## src/rtl/buck_fault_pkg.sv

```systemverilog
// buck_fault_pkg: constants, modes and carriers for the buck fault supervisor.
// assumes a 100 MHz ref_clk and comparator flags already synchronous to it.
package buck_fault_pkg;

	// clock
	localparam int clk_mhz = 100;

	// times as written, in their own units
	localparam int t_blank_ns              = 100;
	localparam int minimum_off_time_ns     = 100;
	localparam int power_good_ov_delay_ns  = 20000;
	localparam int power_good_uv_delay_ns  = 20000;
	localparam int t_soft_start_us         = 1000;
	localparam int hiccup_retry_period_us  = 5000;

	// least times round up to whole cycles
	localparam logic [7:0]  blank_cycles    = 8'((t_blank_ns * clk_mhz + 999) / 1000);
	localparam logic [7:0]  min_off_cycles  = 8'((minimum_off_time_ns * clk_mhz + 999) / 1000);
	localparam int          pg_ov_cycles    = (power_good_ov_delay_ns * clk_mhz + 999) / 1000;
	localparam int          pg_uv_cycles    = (power_good_uv_delay_ns * clk_mhz + 999) / 1000;
	localparam int          soft_cycles     = t_soft_start_us * clk_mhz;
	localparam int          hiccup_cycles   = hiccup_retry_period_us * clk_mhz;

	// fault counts in switching cycles
	localparam logic [7:0]  overcurrent_cycle_limit       = 8'h20;
	localparam logic [7:0]  switch_node_short_cycle_limit = 8'h04;
	localparam logic [1:0]  sw_persist_cycles             = 2'h3;

	// counter widths and reset values
	localparam int          timer_w   = 20;
	localparam int          filt_w    = 12;
	localparam logic        pg_oe_n_rst = 1'b0;

	typedef enum logic [2:0] {
		m_off,
		m_soft,
		m_run,
		m_hiccup,
		m_boot_wait,
		m_boot_latch
	} mode_t;

	// comparator and modulator inputs
	typedef struct packed {
		logic enable;
		logic vin_uv;
		logic osc_pulse;
		logic pwm_high;
		logic peak_oc;
		logic sw_short;
		logic boot_open;
		logic boot_short;
		logic out_ov;
		logic out_uv;
		logic over_temp;
		logic light_load;
	} sense_t;

	// gate enables and power-good drive
	typedef struct packed {
		logic hs_on;
		logic ls_on;
		logic ss_reset;
		logic comp_pulldown;
		logic power_good_out;
		logic power_good_oe_n;
		logic in_hiccup;
		logic latched;
	} drive_t;

	typedef struct packed {
		logic              clean;
		logic [filt_w-1:0] cnt;
	} filt_state_t;

endpackage : buck_fault_pkg

```

## src/rtl/stable_filter.sv

```systemverilog
// stable_filter: output follows the input once it has held for CYCLES clocks.
// assumes the input is synchronous to ref_clk.
`timescale 1ns/1ps
module stable_filter #(
	parameter int CYCLES = 16
) (
	// clock and reset
	input  wire logic ref_clk,
	input  wire logic rst_n,
	// level in and deglitched level out
	input  wire logic raw,
	output logic      clean
);
	import buck_fault_pkg::*;

	filt_state_t cur;
	filt_state_t next_cur;

	always_comb begin
		next_cur = cur;
		if (raw == cur.clean) begin
			next_cur.cnt = '0;
		end else if (cur.cnt >= filt_w'(CYCLES - 1)) begin
			next_cur.clean = raw;
			next_cur.cnt   = '0;
		end else begin
			next_cur.cnt = cur.cnt + filt_w'(1);
		end
	end

	always_ff @(posedge ref_clk or negedge rst_n) begin
		if (!rst_n) begin
			cur <= '0;
		end else begin
			cur <= next_cur;
		end
	end

	assign clean = cur.clean;

endmodule : stable_filter

```

## src/rtl/buck_fault_supervisor.sv

```systemverilog
// buck_fault_supervisor: gates the buck switches, runs hiccup and soft-start
// restart, and drives the open-drain power-good pin.
// assumes comparator flags and the oscillator pulse are synchronous to ref_clk.
`timescale 1ns/1ps

module buck_fault_supervisor #(
	parameter int SS_CYCLES  = buck_fault_pkg::soft_cycles,
	parameter int HIC_CYCLES = buck_fault_pkg::hiccup_cycles
) (
	// clock and reset
	input  wire logic                   ref_clk,
	input  wire logic                   rst_n,
	// comparator flags and modulator request
	input  wire buck_fault_pkg::sense_t sense,
	// gate enables and power-good drive
	output buck_fault_pkg::drive_t      drive
);
	import buck_fault_pkg::*;

	typedef struct packed {
		mode_t              mode;
		logic [timer_w-1:0] timer;
		logic [7:0]         oc_cnt;
		logic [7:0]         sw_cnt;
		logic [1:0]         sw_run;
		logic               oc_seen;
		logic               sw_seen;
		logic               per_pulse_current_protection;
		logic [7:0]         blank;
		logic [7:0]         off_tmr;
		drive_t             drv;
	} sup_state_t;

	sup_state_t cur;
	sup_state_t next_cur;

	logic ov_deg;
	logic uv_deg;

	logic uv_lock;
	logic hot;
	logic switching;
	logic hs_kill;
	logic pcp_trip;
	logic pg_low;
	logic pg_hiz;
	logic cycle_start;

	// overvoltage delay on power-good
	stable_filter #(
		.CYCLES (pg_ov_cycles)
	) u_ov_filter (
		.ref_clk (ref_clk),
		.rst_n   (rst_n),
		.raw     (sense.out_ov),
		.clean   (ov_deg)
	);

	// undervoltage deglitch on power-good
	stable_filter #(
		.CYCLES (pg_uv_cycles)
	) u_uv_filter (
		.ref_clk (ref_clk),
		.rst_n   (rst_n),
		.raw     (sense.out_uv),
		.clean   (uv_deg)
	);

	always_comb begin
		next_cur = cur;

		cycle_start = sense.osc_pulse;
		uv_lock     = !sense.enable || sense.vin_uv;
		hot         = sense.over_temp && !sense.light_load;

		// mode sequencing, highest priority first
		case (cur.mode)
			m_boot_latch: begin
				next_cur.mode = m_boot_latch;
			end
			default: begin
				if (sense.boot_short) begin
					if (cur.mode == m_run) begin
						next_cur.mode = m_boot_latch;
					end else begin
						next_cur.mode = m_boot_wait;
					end
					next_cur.timer = '0;
				end else if (uv_lock || hot) begin
					next_cur.mode  = m_off;
					next_cur.timer = '0;
				end else if (sense.boot_open && cur.mode != m_hiccup) begin
					next_cur.mode  = m_hiccup;
					next_cur.timer = '0;
				end else begin
					case (cur.mode)
						m_off, m_boot_wait: begin
							next_cur.mode  = m_soft;
							next_cur.timer = '0;
						end
						m_soft: begin
							if (cur.timer >= timer_w'(SS_CYCLES - 1)) begin
								next_cur.mode  = m_run;
								next_cur.timer = '0;
							end else begin
								next_cur.timer = cur.timer + timer_w'(1);
							end
						end
						m_run: begin
							// stop at the limiting pulse so no fresh high-side pulse starts
							if (cur.oc_cnt >= overcurrent_cycle_limit ||
							    cur.sw_cnt >= switch_node_short_cycle_limit ||
							    (cycle_start && cur.oc_seen &&
							     (cur.oc_cnt + 8'h01) >= overcurrent_cycle_limit) ||
							    (cycle_start && cur.sw_seen &&
							     (cur.sw_cnt + 8'h01) >= switch_node_short_cycle_limit)) begin
								next_cur.mode  = m_hiccup;
								next_cur.timer = '0;
							end
						end
						m_hiccup: begin
							if (cur.timer >= timer_w'(HIC_CYCLES - 1)) begin
								next_cur.mode  = m_soft;
								next_cur.timer = '0;
							end else begin
								next_cur.timer = cur.timer + timer_w'(1);
							end
						end
						default: begin
							next_cur.mode  = m_off;
							next_cur.timer = '0;
						end
					endcase
				end
			end
		endcase

		switching = (next_cur.mode == m_soft) || (next_cur.mode == m_run);

		// per-cycle fault flags, set wins over the cycle-start clear
		next_cur.oc_seen = (cycle_start ? 1'b0 : cur.oc_seen);
		next_cur.sw_seen = (cycle_start ? 1'b0 : cur.sw_seen) | sense.sw_short;

		// peak comparator only heard once blanking has run out
		pcp_trip = sense.peak_oc && cur.drv.hs_on && (cur.blank == 8'h00);
		if (pcp_trip) begin
			next_cur.oc_seen = 1'b1;
		end
		next_cur.per_pulse_current_protection = (cycle_start ? 1'b0 : cur.per_pulse_current_protection) | pcp_trip;

		// overcurrent and switch-node counters
		if (cur.mode != m_run) begin
			next_cur.oc_cnt = '0;
			next_cur.sw_cnt = '0;
			next_cur.sw_run = '0;
		end else if (cycle_start) begin
			if (cur.oc_seen) begin
				if (cur.oc_cnt != 8'hff) begin
					next_cur.oc_cnt = cur.oc_cnt + 8'h01;
				end
			end else begin
				next_cur.oc_cnt = '0;
			end
			if (cur.sw_seen) begin
				if (cur.sw_run != sw_persist_cycles) begin
					next_cur.sw_run = cur.sw_run + 2'h1;
				end
				if (cur.sw_cnt != 8'hff) begin
					next_cur.sw_cnt = cur.sw_cnt + 8'h01;
				end
			end else begin
				next_cur.sw_run = '0;
				next_cur.sw_cnt = '0;
			end
		end
		hs_kill = (cur.sw_run == sw_persist_cycles);

		// minimum off-time pulses while the output is high
		if (cur.off_tmr != 8'h00) begin
			next_cur.off_tmr = cur.off_tmr - 8'h01;
		end
		if (cycle_start && sense.out_ov && switching) begin
			next_cur.off_tmr = min_off_cycles;
		end

		// gate enables, every switch-off request ORed in
		next_cur.drv.hs_on = switching && sense.pwm_high && !next_cur.per_pulse_current_protection &&
		                     !sense.out_ov && !hs_kill;
		if (!switching) begin
			next_cur.drv.ls_on = 1'b0;
		end else if (sense.out_ov) begin
			next_cur.drv.ls_on = (next_cur.off_tmr != 8'h00);
		end else begin
			next_cur.drv.ls_on = !next_cur.drv.hs_on;
		end

		// leading-edge blanking after each high-side turn-on
		if (next_cur.drv.hs_on && !cur.drv.hs_on) begin
			next_cur.blank = blank_cycles;
		end else if (cur.blank != 8'h00) begin
			next_cur.blank = cur.blank - 8'h01;
		end

		// soft-start and compensation pull-down
		next_cur.drv.ss_reset      = !switching;
		next_cur.drv.comp_pulldown = hot;

		// power-good open-drain drive
		pg_low = (next_cur.mode != m_run) || uv_deg || ov_deg || hot;
		pg_hiz = sense.boot_short || (next_cur.mode == m_boot_wait) ||
		         (next_cur.mode == m_boot_latch);
		next_cur.drv.power_good_out  = 1'b0;
		next_cur.drv.power_good_oe_n = !(pg_low && !pg_hiz);

		// status
		next_cur.drv.in_hiccup = (next_cur.mode == m_hiccup);
		next_cur.drv.latched   = (next_cur.mode == m_boot_latch);
	end

	always_ff @(posedge ref_clk or negedge rst_n) begin
		if (!rst_n) begin
			cur                      <= '0;
			cur.mode                 <= m_off;
			cur.drv.ss_reset         <= 1'b1;
			cur.drv.power_good_oe_n  <= pg_oe_n_rst;
		end else begin
			cur <= next_cur;
		end
	end

	assign drive = cur.drv;

endmodule : buck_fault_supervisor

```

## config.mk

```make
export PLATFORM = sky130hd
export DESIGN_NAME = buck_fault_supervisor
export DESIGN_NICKNAME = d
export VERILOG_FILES = /design/src/rtl/buck_fault_pkg.sv /design/src/rtl/stable_filter.sv /design/src/rtl/buck_fault_supervisor.sv
export SDC_FILE = /design/constraint.sdc
export NUM_CORES = 1
export LEC_CHECK = 0
export BUFFER_PORTS_ARGS = -buffer_cell sky130_fd_sc_hd__buf_4
export CAP_MARGIN = 20
export CORE_MARGIN = 3
export CORE_UTILIZATION = 56
export DETAILED_ROUTE_END_ITERATION = 12
export GPL_ROUTABILITY_DRIVEN = 0
export PLACE_DENSITY = 0.69
export SETUP_SLACK_MARGIN = 0.05
export SLEW_MARGIN = 20
export SYNTH_ARGS = -nofsm -noshare
export SYNTH_HDL_FRONTEND = slang
export SYNTH_HIERARCHICAL = 1
export SYNTH_SLANG_ARGS = --single-unit
```

## constraint.sdc

```tcl
create_clock -name ref_clk -period 3.52 [get_ports ref_clk]
set_clock_uncertainty 0.1 [all_clocks]
set_input_delay 0.352 -clock ref_clk [delete_from_list [all_inputs] [get_ports ref_clk]]
set_output_delay 0.352 -clock ref_clk [all_outputs]
set_load 0.02 [all_outputs]
```

* Word level (Yosys, flattened, before mapping) *
Cells that the tools add are included.

storage, ports and cells
  register bits after elaboration = 93
  input bits = 14
  output and inout bits = 8
  word-level logic and storage cells = 149

cells by class
  add/sub/neg operators = 8
  magnitude comparators = 8
  equal/unequal tests = 23
  muxes and demuxes = 32
  bitwise operators = 5
  reductions and logical operators = 52

operators with widths
  cell                                                                                    number
  23-bit two-way mux                                                                      4
  23-bit one-hot mux with 4 select lines                                                  1
  8-bit two-way mux                                                                       7
  12-bit two-way mux                                                                      4
  20-bit two-way mux                                                                      2
  18-bit two-way mux                                                                      2
  12-bit by 1-bit adder with 12-bit output (second input constant)                        2
  12-bit by 11-bit greater-or-equal comparator with 1-bit output (second input constant)  2
  8-bit nonzero test                                                                      3
  20-bit by 1-bit adder with 20-bit output (second input constant)                        1
  20-bit by 17-bit greater-or-equal comparator with 1-bit output (second input constant)  1
  20-bit by 19-bit greater-or-equal comparator with 1-bit output (second input constant)  1
  8-bit by 1-bit adder with 8-bit output (second input constant)                          2
  8-bit by 3-bit greater-or-equal comparator with 1-bit output (second input constant)    2
  8-bit by 6-bit greater-or-equal comparator with 1-bit output (second input constant)    2
  1-bit logical AND                                                                       16
  8-bit != test (second input constant)                                                   2
  8-bit by 1-bit subtractor with 8-bit output (second input constant)                     2
  3-bit by 2-bit == test with 1-bit output (second input constant)                        4
  3-bit == test (second input constant)                                                   4
  2-bit AND reduction                                                                     6
  1-bit logical OR                                                                        11
  1-bit zero test                                                                         10
  10-bit two-way mux                                                                      1
  17 further kinds                                                                        36

* Longest topological paths before layout *
Gate-level depths: netlist of run 1.

  word-level depth = 20
  gate-level depth with buffers = 9
  gate-level depth less buffers = 9

* By module *
The synthesis of run 1 kept the hierarchy.

modules (own cells, without submodules)
  module                 times used  cells an instance  area each (µm²)  seq. area each (µm²)
  buck_fault_supervisor  1           450                3,876.2          1,677.9
  stable_filter          2           65                 684.4            325.3

* Worst setup path after synthesis of run 1 *
OpenSTA, ideal clock, no wires.

  path type = reg-to-reg
  start = reg cur[64] (netlist name)
  end = reg cur[16] (netlist name)
  setup time = 0.137 ns
  data arrival time = 2.336 ns
  required time = 3.283 ns
  slack = 0.946 ns
  cell stages (with the launch flop) = 8
  path buffers = 0
  period minus slack after synthesis = 2.574 ns
  cell sequence = dfrtp_1 > or3_1 > or4b_4 > o211a_1 > o31ai_4 > o21ai_2 > a2111oi_4 > nor2_1

==> results_dict.tcl, run 1 <==
set metrics [dict create \
    grt_pass1_wl_um 18900 \
    met3_usage 0.0460 \
    antenna_cells 0 \
    yosysSeqAreaShare 0.444 \
    tightest_slew_ns 0.622 \
    yosys_most_used_dff "dfrtp_1" \
    hold_depth 2 \
    reg2reg_depth 7 \
    core-area_um2 8890 \
    critical_path_class "flip-flop to flip-flop" \
    multi_input_area_um2 2670 \
    htree_levels 3 \
    hold_class "input port to flip-flop" \
    drive_above_1_share 0.119 \
    grtUsageMet1 0.306 \
    first_pass_iters 5 \
    cap_violations 0 \
    num_rows 34 \
    synth-edff-count 0 \
    rsz0062_at_grt "false" \
    crit_path_end_kind "flip-flop" \
    arrival_ns 3.14 \
    fin_crit_ns 2.95 \
    period_share 0.839 \
    drtIter0Drc 176 \
    insertion_delay_ns 0.36 \
    drc 0 \
    synth.net_count 605 \
    antenna_violating_nets_post_route 0 \
    setup_ws_ns 0.567 \
    cts_setup_buffers 0 \
    nFillCells 743 \
    avgRoutedWirePerCell_um 15.1 \
    globalRouteOverflowTotal 0 \
    report.final.slew_viol_count 0 \
    cp-start-kind "flip-flop" \
    place_area_um2 5450 \
    pwr_density_cell_nw_per_um2 462 \
    synthCells 580 \
    grt_max_degree 94 \
    p_total_uw 2620 \
    clk_pin_slew_worst_paths_ns 0.09 \
    num_vias 4260 \
    track_usage 0.221 \
    cts_sinks 93 \
    antenna_found_initial 0 \
    start_util 0.590 \
    cts_hold_buf 1 \
    die_area_um2 10600 \
    r2r_slack_ns 0.57 \
    synth_cell_type_count 68 \
    postRouteWirelength_um 10600 \
    setup_tns_ns 0 \
    ff_latch_area_um2 2330 \
    p_leak_uw 0.00242 \
    max_freq_mhz 339 \
    setup_viol 0 \
    ioPinCount 22 \
    r2r-end "cur[17]$_DFFE_PN0P_" \
    status "completed" \
    grt_pass1_vias 4034 \
    die_w_um 103 \
    layout.nets 616 \
    cts_buffer_depth 2 \
    relSlewSlack 0.586 \
    required_ns 3.71 \
    hold_viol 0 \
    holdWs_ns 0.0789 \
    cts_tree "built" \
    clk_root_buffer_cell "clkbuf_8" \
    vias_per_cell 6.05 \
    die_h_um 103 \
    ir_drop_mv 0.207 \
    area_delta_synth_final_pct 8.18 \
    synth-seq-cells 93 \
    cts_buffers 9 \
    stdcell_area_um2 5670 \
    use_met2 0.350 \
    synth.cell_area_um2 5250 \
    top_usage_layer "met2" \
    cp-endpoint "cur[17]$_DFFE_PN0P_" \
    yosys_warnings 6 \
    cts_resized 0 \
    critPathMaxFanout 8 \
    dp_hpwl_um 7420 \
    post-place-ws_ns 0.595 \
    port_buffers 20 \
    syn_area_per_cell_um2 9.04 \
    async_flop_share 1.00 \
    rr_startpoint "cur[34]$_DFFE_PN0P_" \
    cp-startpoint "cur[34]$_DFFE_PN0P_" \
]
critical path: stages (launching register included):
cell and delay, ns:
dfrtp_1 0.44, nor4_1 0.29, nand2_1 0.09, nor4_1 0.43
a31oi_1 0.22, or3_2 0.56, a2111oi_4 0.58, nand2b_1 0.19
sequential cells by signal, indices dropped and copies added (netlist names):
register and flops:
cur 60, u_ov_filter/cur 12, u_uv_filter/cur 12, drive 7
u_ov_filter/clean 1, u_uv_filter/clean 1
power by group:
part | switching, uW | leakage (uW) | internal [uW]
Combinational | 298 | 0.00107 | 249
Sequential | 124 | 0.00124 | 1180
Clock | 370 | 0.000107 | 401
Total | 793 | 0.00242 | 1830
worst min-delay path by stage:
stage               startpoint                           end  slack (ns)
floorplan                rst_n             cur[10]$_DFF_PN0_       -0.04
global placement         rst_n  u_uv_filter/cur[8]$_DFF_PN0_        0.34
detailed placement       rst_n  u_uv_filter/cur[8]$_DFF_PN0_        0.35
CTS                   sense[6]             cur[25]$_DFF_PN0_        0.06
global route          sense[6]             cur[25]$_DFF_PN0_        0.06
finish                sense[6]             cur[25]$_DFF_PN0_        0.08
through the flow:
stage           util  cells
3_3_place_gp   0.613    687
2_1_floorplan      -    580
6_report       0.638    704
5_1_grt        0.638    704
4_1_cts        0.638    704
3_5_place_dp   0.613    687
cells in the final DEF, fill, tap and decap left out, drive strengths merged, types with 3 or more instances in the layout:
cell / count
or4: 6
and4: 4
nor3b: 5
a21o: 3
xnor2: 10
a31oi: 24
and3: 13
nand2: 62
and2: 3
dfrtp: 92
buf: 27
nand4: 13
a21oi: 29
nand3: 32
a41oi: 6
o21ai: 45
o31ai: 9
nor2b: 4
or3: 11
a211oi: 4
clkbuf: 10
nand2b: 8
nor2: 57
inv: 28
conb: 3
mux2: 4
nor3: 15
a311oi: 4
ha: 11
xor2: 10
metal layers:
layer  wire [um]  part of all wire  up-vias
met3         468             0.044       16
met1        4950              0.47     2050
met4         177             0.017        0
met2        5030              0.47       82
met5           0                 0        -
li1            -                 -     2112
area by class of cell:
cell class / instances / area share
clock buffers: 10 / 0.0225
inverters: 27 / 0.0179
flip-flops and latches: 93 / 0.410
repair buffers: 28 / 0.0397
well taps: 108 / 0.0238
clock inverters: 6 / 0.0152
multi-input cells: 432 / 0.471
synth_stat cells (5+ instances only):
| cell type | n | area [um2] |
|---|---|---|
| nand2_1 | 62 | 233 |
| o21ai_0 | 44 | 220 |
| nor3_1 | 14 | 70.1 |
| a41oi_1 | 6 | 52.6 |
| or4_1 | 6 | 45.0 |
| xor2_1 | 10 | 87.6 |
| nand4_1 | 11 | 68.8 |
| inv_1 | 27 | 101 |
| nor2_1 | 57 | 214 |
| xnor2_1 | 10 | 87.6 |
| dfrtp_1 | 92 | 2300 |
| nor3b_1 | 5 | 37.5 |
| nand2b_1 | 8 | 50.1 |
| ha_1 | 11 | 138 |
| a31oi_1 | 24 | 150 |
| nand3_1 | 32 | 160 |
| clkbuf_1 | 14 | 52.6 |
| a21oi_1 | 29 | 145 |
| o31ai_1 | 8 | 60.1 |
| or3_1 | 10 | 62.6 |
| and3_1 | 12 | 75.1 |
| buf_4 | 9 | 67.6 |
cells by family (layout without fill, tap and decap cells):
| family | after synthesis | after routing | synth area share |
|---|---|---|---|
| compound gates | 145 | 145 | 0.190 |
| xor+xnor | 20 | 20 | 0.0334 |
| fa+ha+maj | 11 | 11 | 0.0262 |
| buf+inv | 55 | 71 | 0.0470 |
| flops | 93 | 93 | 0.444 |
| mux | 6 | 6 | 0.0124 |
| other cells | 3 | 3 | 0.00215 |
| simple gates | 247 | 247 | 0.245 |
Note: power is estimated with default switching activity, not from simulation.
==> run 2, diff against run 1 <==
==> constraint.sdc (replaced) <==
create_clock -name ref_clk -period 3 [get_ports ref_clk]
set_clock_uncertainty 0.1 [all_clocks]
set_input_delay 0.3 -clock ref_clk [delete_from_list [all_inputs] [get_ports ref_clk]]
set_output_delay 0.3 -clock ref_clk [all_outputs]
set_load 0.02 [all_outputs]
==> results_dict.tcl, run 2 (synthesized netlist as in run 1, its figures left out) <==
set metrics [dict create \
    postRouteWirelength_um 10700 \
    cts_buffers 9 \
    num_rows 34 \
    r2r-end "cur[19]$_DFFE_PN0P_" \
    max_freq_mhz 372 \
    cap_violations 0 \
    clk_root_buffer_cell "clkbuf_8" \
    period_share 0.895 \
    grt_pass1_wl_um 18400 \
    largest_reg_flops 60 \
    hold_viol 0 \
    layout.nets 621 \
    insertion_delay_ns 0.36 \
    reg2reg_depth 8 \
    pwr_density_cell_nw_per_um2 528 \
    track_usage 0.215 \
    layout_common_cells "92 x dfrtp_1, 62 x nand2_1, 57 x nor2_1" \
    largest_registers "cur (60), u_ov_filter/cur (12), u_uv_filter/cur (12)" \
    die_area_um2 10600 \
    dp_hpwl_um 7610 \
    required_ns 3.18 \
    first_pass_iters 5 \
    cts_buffer_depth 2 \
    tightest_slew_ns 0.686 \
    p_leak_uw 0.00244 \
    cts_tree "built" \
    clk_pin_slew_worst_paths_ns 0.09 \
    htree_levels 3 \
    setup_ws_ns 0.314 \
    largest_register "cur" \
    avgRoutedWirePerCell_um 15.1 \
    hold_depth 2 \
    drtIter0Drc 201 \
    globalRouteOverflowTotal 0 \
    relSlewSlack 0.543 \
    num_vias 4243 \
    hold_start "sense[2]" \
    antenna_cells 0 \
    ioPinCount 22 \
    grt_pass1_vias 3959 \
    hold_class "input port to flip-flop" \
    post-place-ws_ns 0.0950 \
    r2r_slack_ns 0.31 \
    grt_max_degree 55 \
    arrival_ns 2.87 \
    report.final.slew_viol_count 0 \
    port_buffers 20 \
    area_delta_synth_final_pct 9.04 \
    critPathMaxFanout 8 \
    cp-start-kind "flip-flop" \
    critical_path_class "flip-flop to flip-flop" \
    drc 0 \
    vias_per_cell 5.98 \
    final_common_cell "dfrtp_1" \
    start_util 0.590 \
    antenna_violating_nets_post_route 0 \
    hold_path_end "u_uv_filter/clean$_DFFE_PN0P_" \
    setup_tns_ns 0 \
    antenna_found_initial 0 \
    die_w_um 103 \
    rsz0062_at_grt "false" \
    nFillCells 754 \
    status "completed" \
    die_h_um 103 \
    rr_startpoint "cur[62]$_DFFE_PN0P_" \
    crit_path_end_kind "flip-flop" \
    core-area_um2 8890 \
    drive_above_1_share 0.128 \
    cts_sinks 93 \
    setup_viol 0 \
    ir_drop_mv 0.244 \
    fin_crit_ns 2.69 \
]
run 2: repair_timing:
action / in CTS / in global routing
setup buffers: 0 / 1
hold buffers: 1 / 1
endpoints found under the setup margin: 0 / 8
hold endpoints to repair: 52 / 1
gates resized for setup: 0 / 4
run 2: cell type report:
cell class | count | area (um2) | area share
clock buffers | 13 | 159 | 0.0278
clock inverters | 3 | 43.8 | 0.00766
inverters | 27 | 101 | 0.0177
multi-input cells | 432 | 2690 | 0.470
flip-flops and latches | 93 | 2330 | 0.407
well taps | 108 | 135 | 0.0236
repair buffers | 33 | 265 | 0.0464
run 2: worst max path at each step:
stage | startpoint | to | cells past startpoint
floorplan | cur[64]$_DFFE_PN0P_ | cur[16]$_DFFE_PN0P_ | 7
global placement | cur[64]$_DFFE_PN0P_ | cur[16]$_DFFE_PN0P_ | 7
detailed placement | cur[34]$_DFFE_PN0P_ | cur[20]$_DFFE_PN0P_ | 7
CTS | cur[34]$_DFFE_PN0P_ | cur[19]$_DFFE_PN0P_ | 7
global route | cur[45]$_DFFE_PN0P_ | cur[19]$_DFFE_PN0P_ | 9
finish | cur[62]$_DFFE_PN0P_ | cur[19]$_DFFE_PN0P_ | 8
run 2: layer usage:
metal,share of wire,global-route usage,vias up
li1,-,-,2123
met1,0.47,0.294,2035
met2,0.47,0.353,75
met3,0.044,0.0447,10
met4,0.010,0.0538,0
met5,0,0,-
run 2: report_power, final:
part / leakage [uW] / switching [uW] / total [uW] / internal [uW]
clock network: 0.000104 / 422 / 855 / 432
registers: 0.00124 / 140 / 1530 / 1390
logic: 0.00109 / 342 / 637 / 295
run 2: through the flow:
step | total power, uW | cell area [um2] | hold slack [ns] | util | instances
after floorplan | 2030 | 5250 | -0.0956 | - | 580
after global placement | 2160 | 5470 | 0.280 | 0.616 | 690
after detailed placement | 2190 | 5470 | 0.292 | 0.616 | 690
after CTS | 3050 | 5690 | 0.00750 | 0.639 | 707
after global routing | 3230 | 5720 | 0.0951 | 0.643 | 709
final | 3020 | 5720 | 0.106 | 0.643 | 709
run 2: critical path: stages (launching register included):
cell       delay [ns]
dfrtp_1          0.44
or3_1            0.34
or4b_4           0.50
o211a_1          0.24
o21ai_0          0.26
o21ai_2          0.13
a2111oi_4        0.30
buf_4            0.21
nand2b_1         0.11
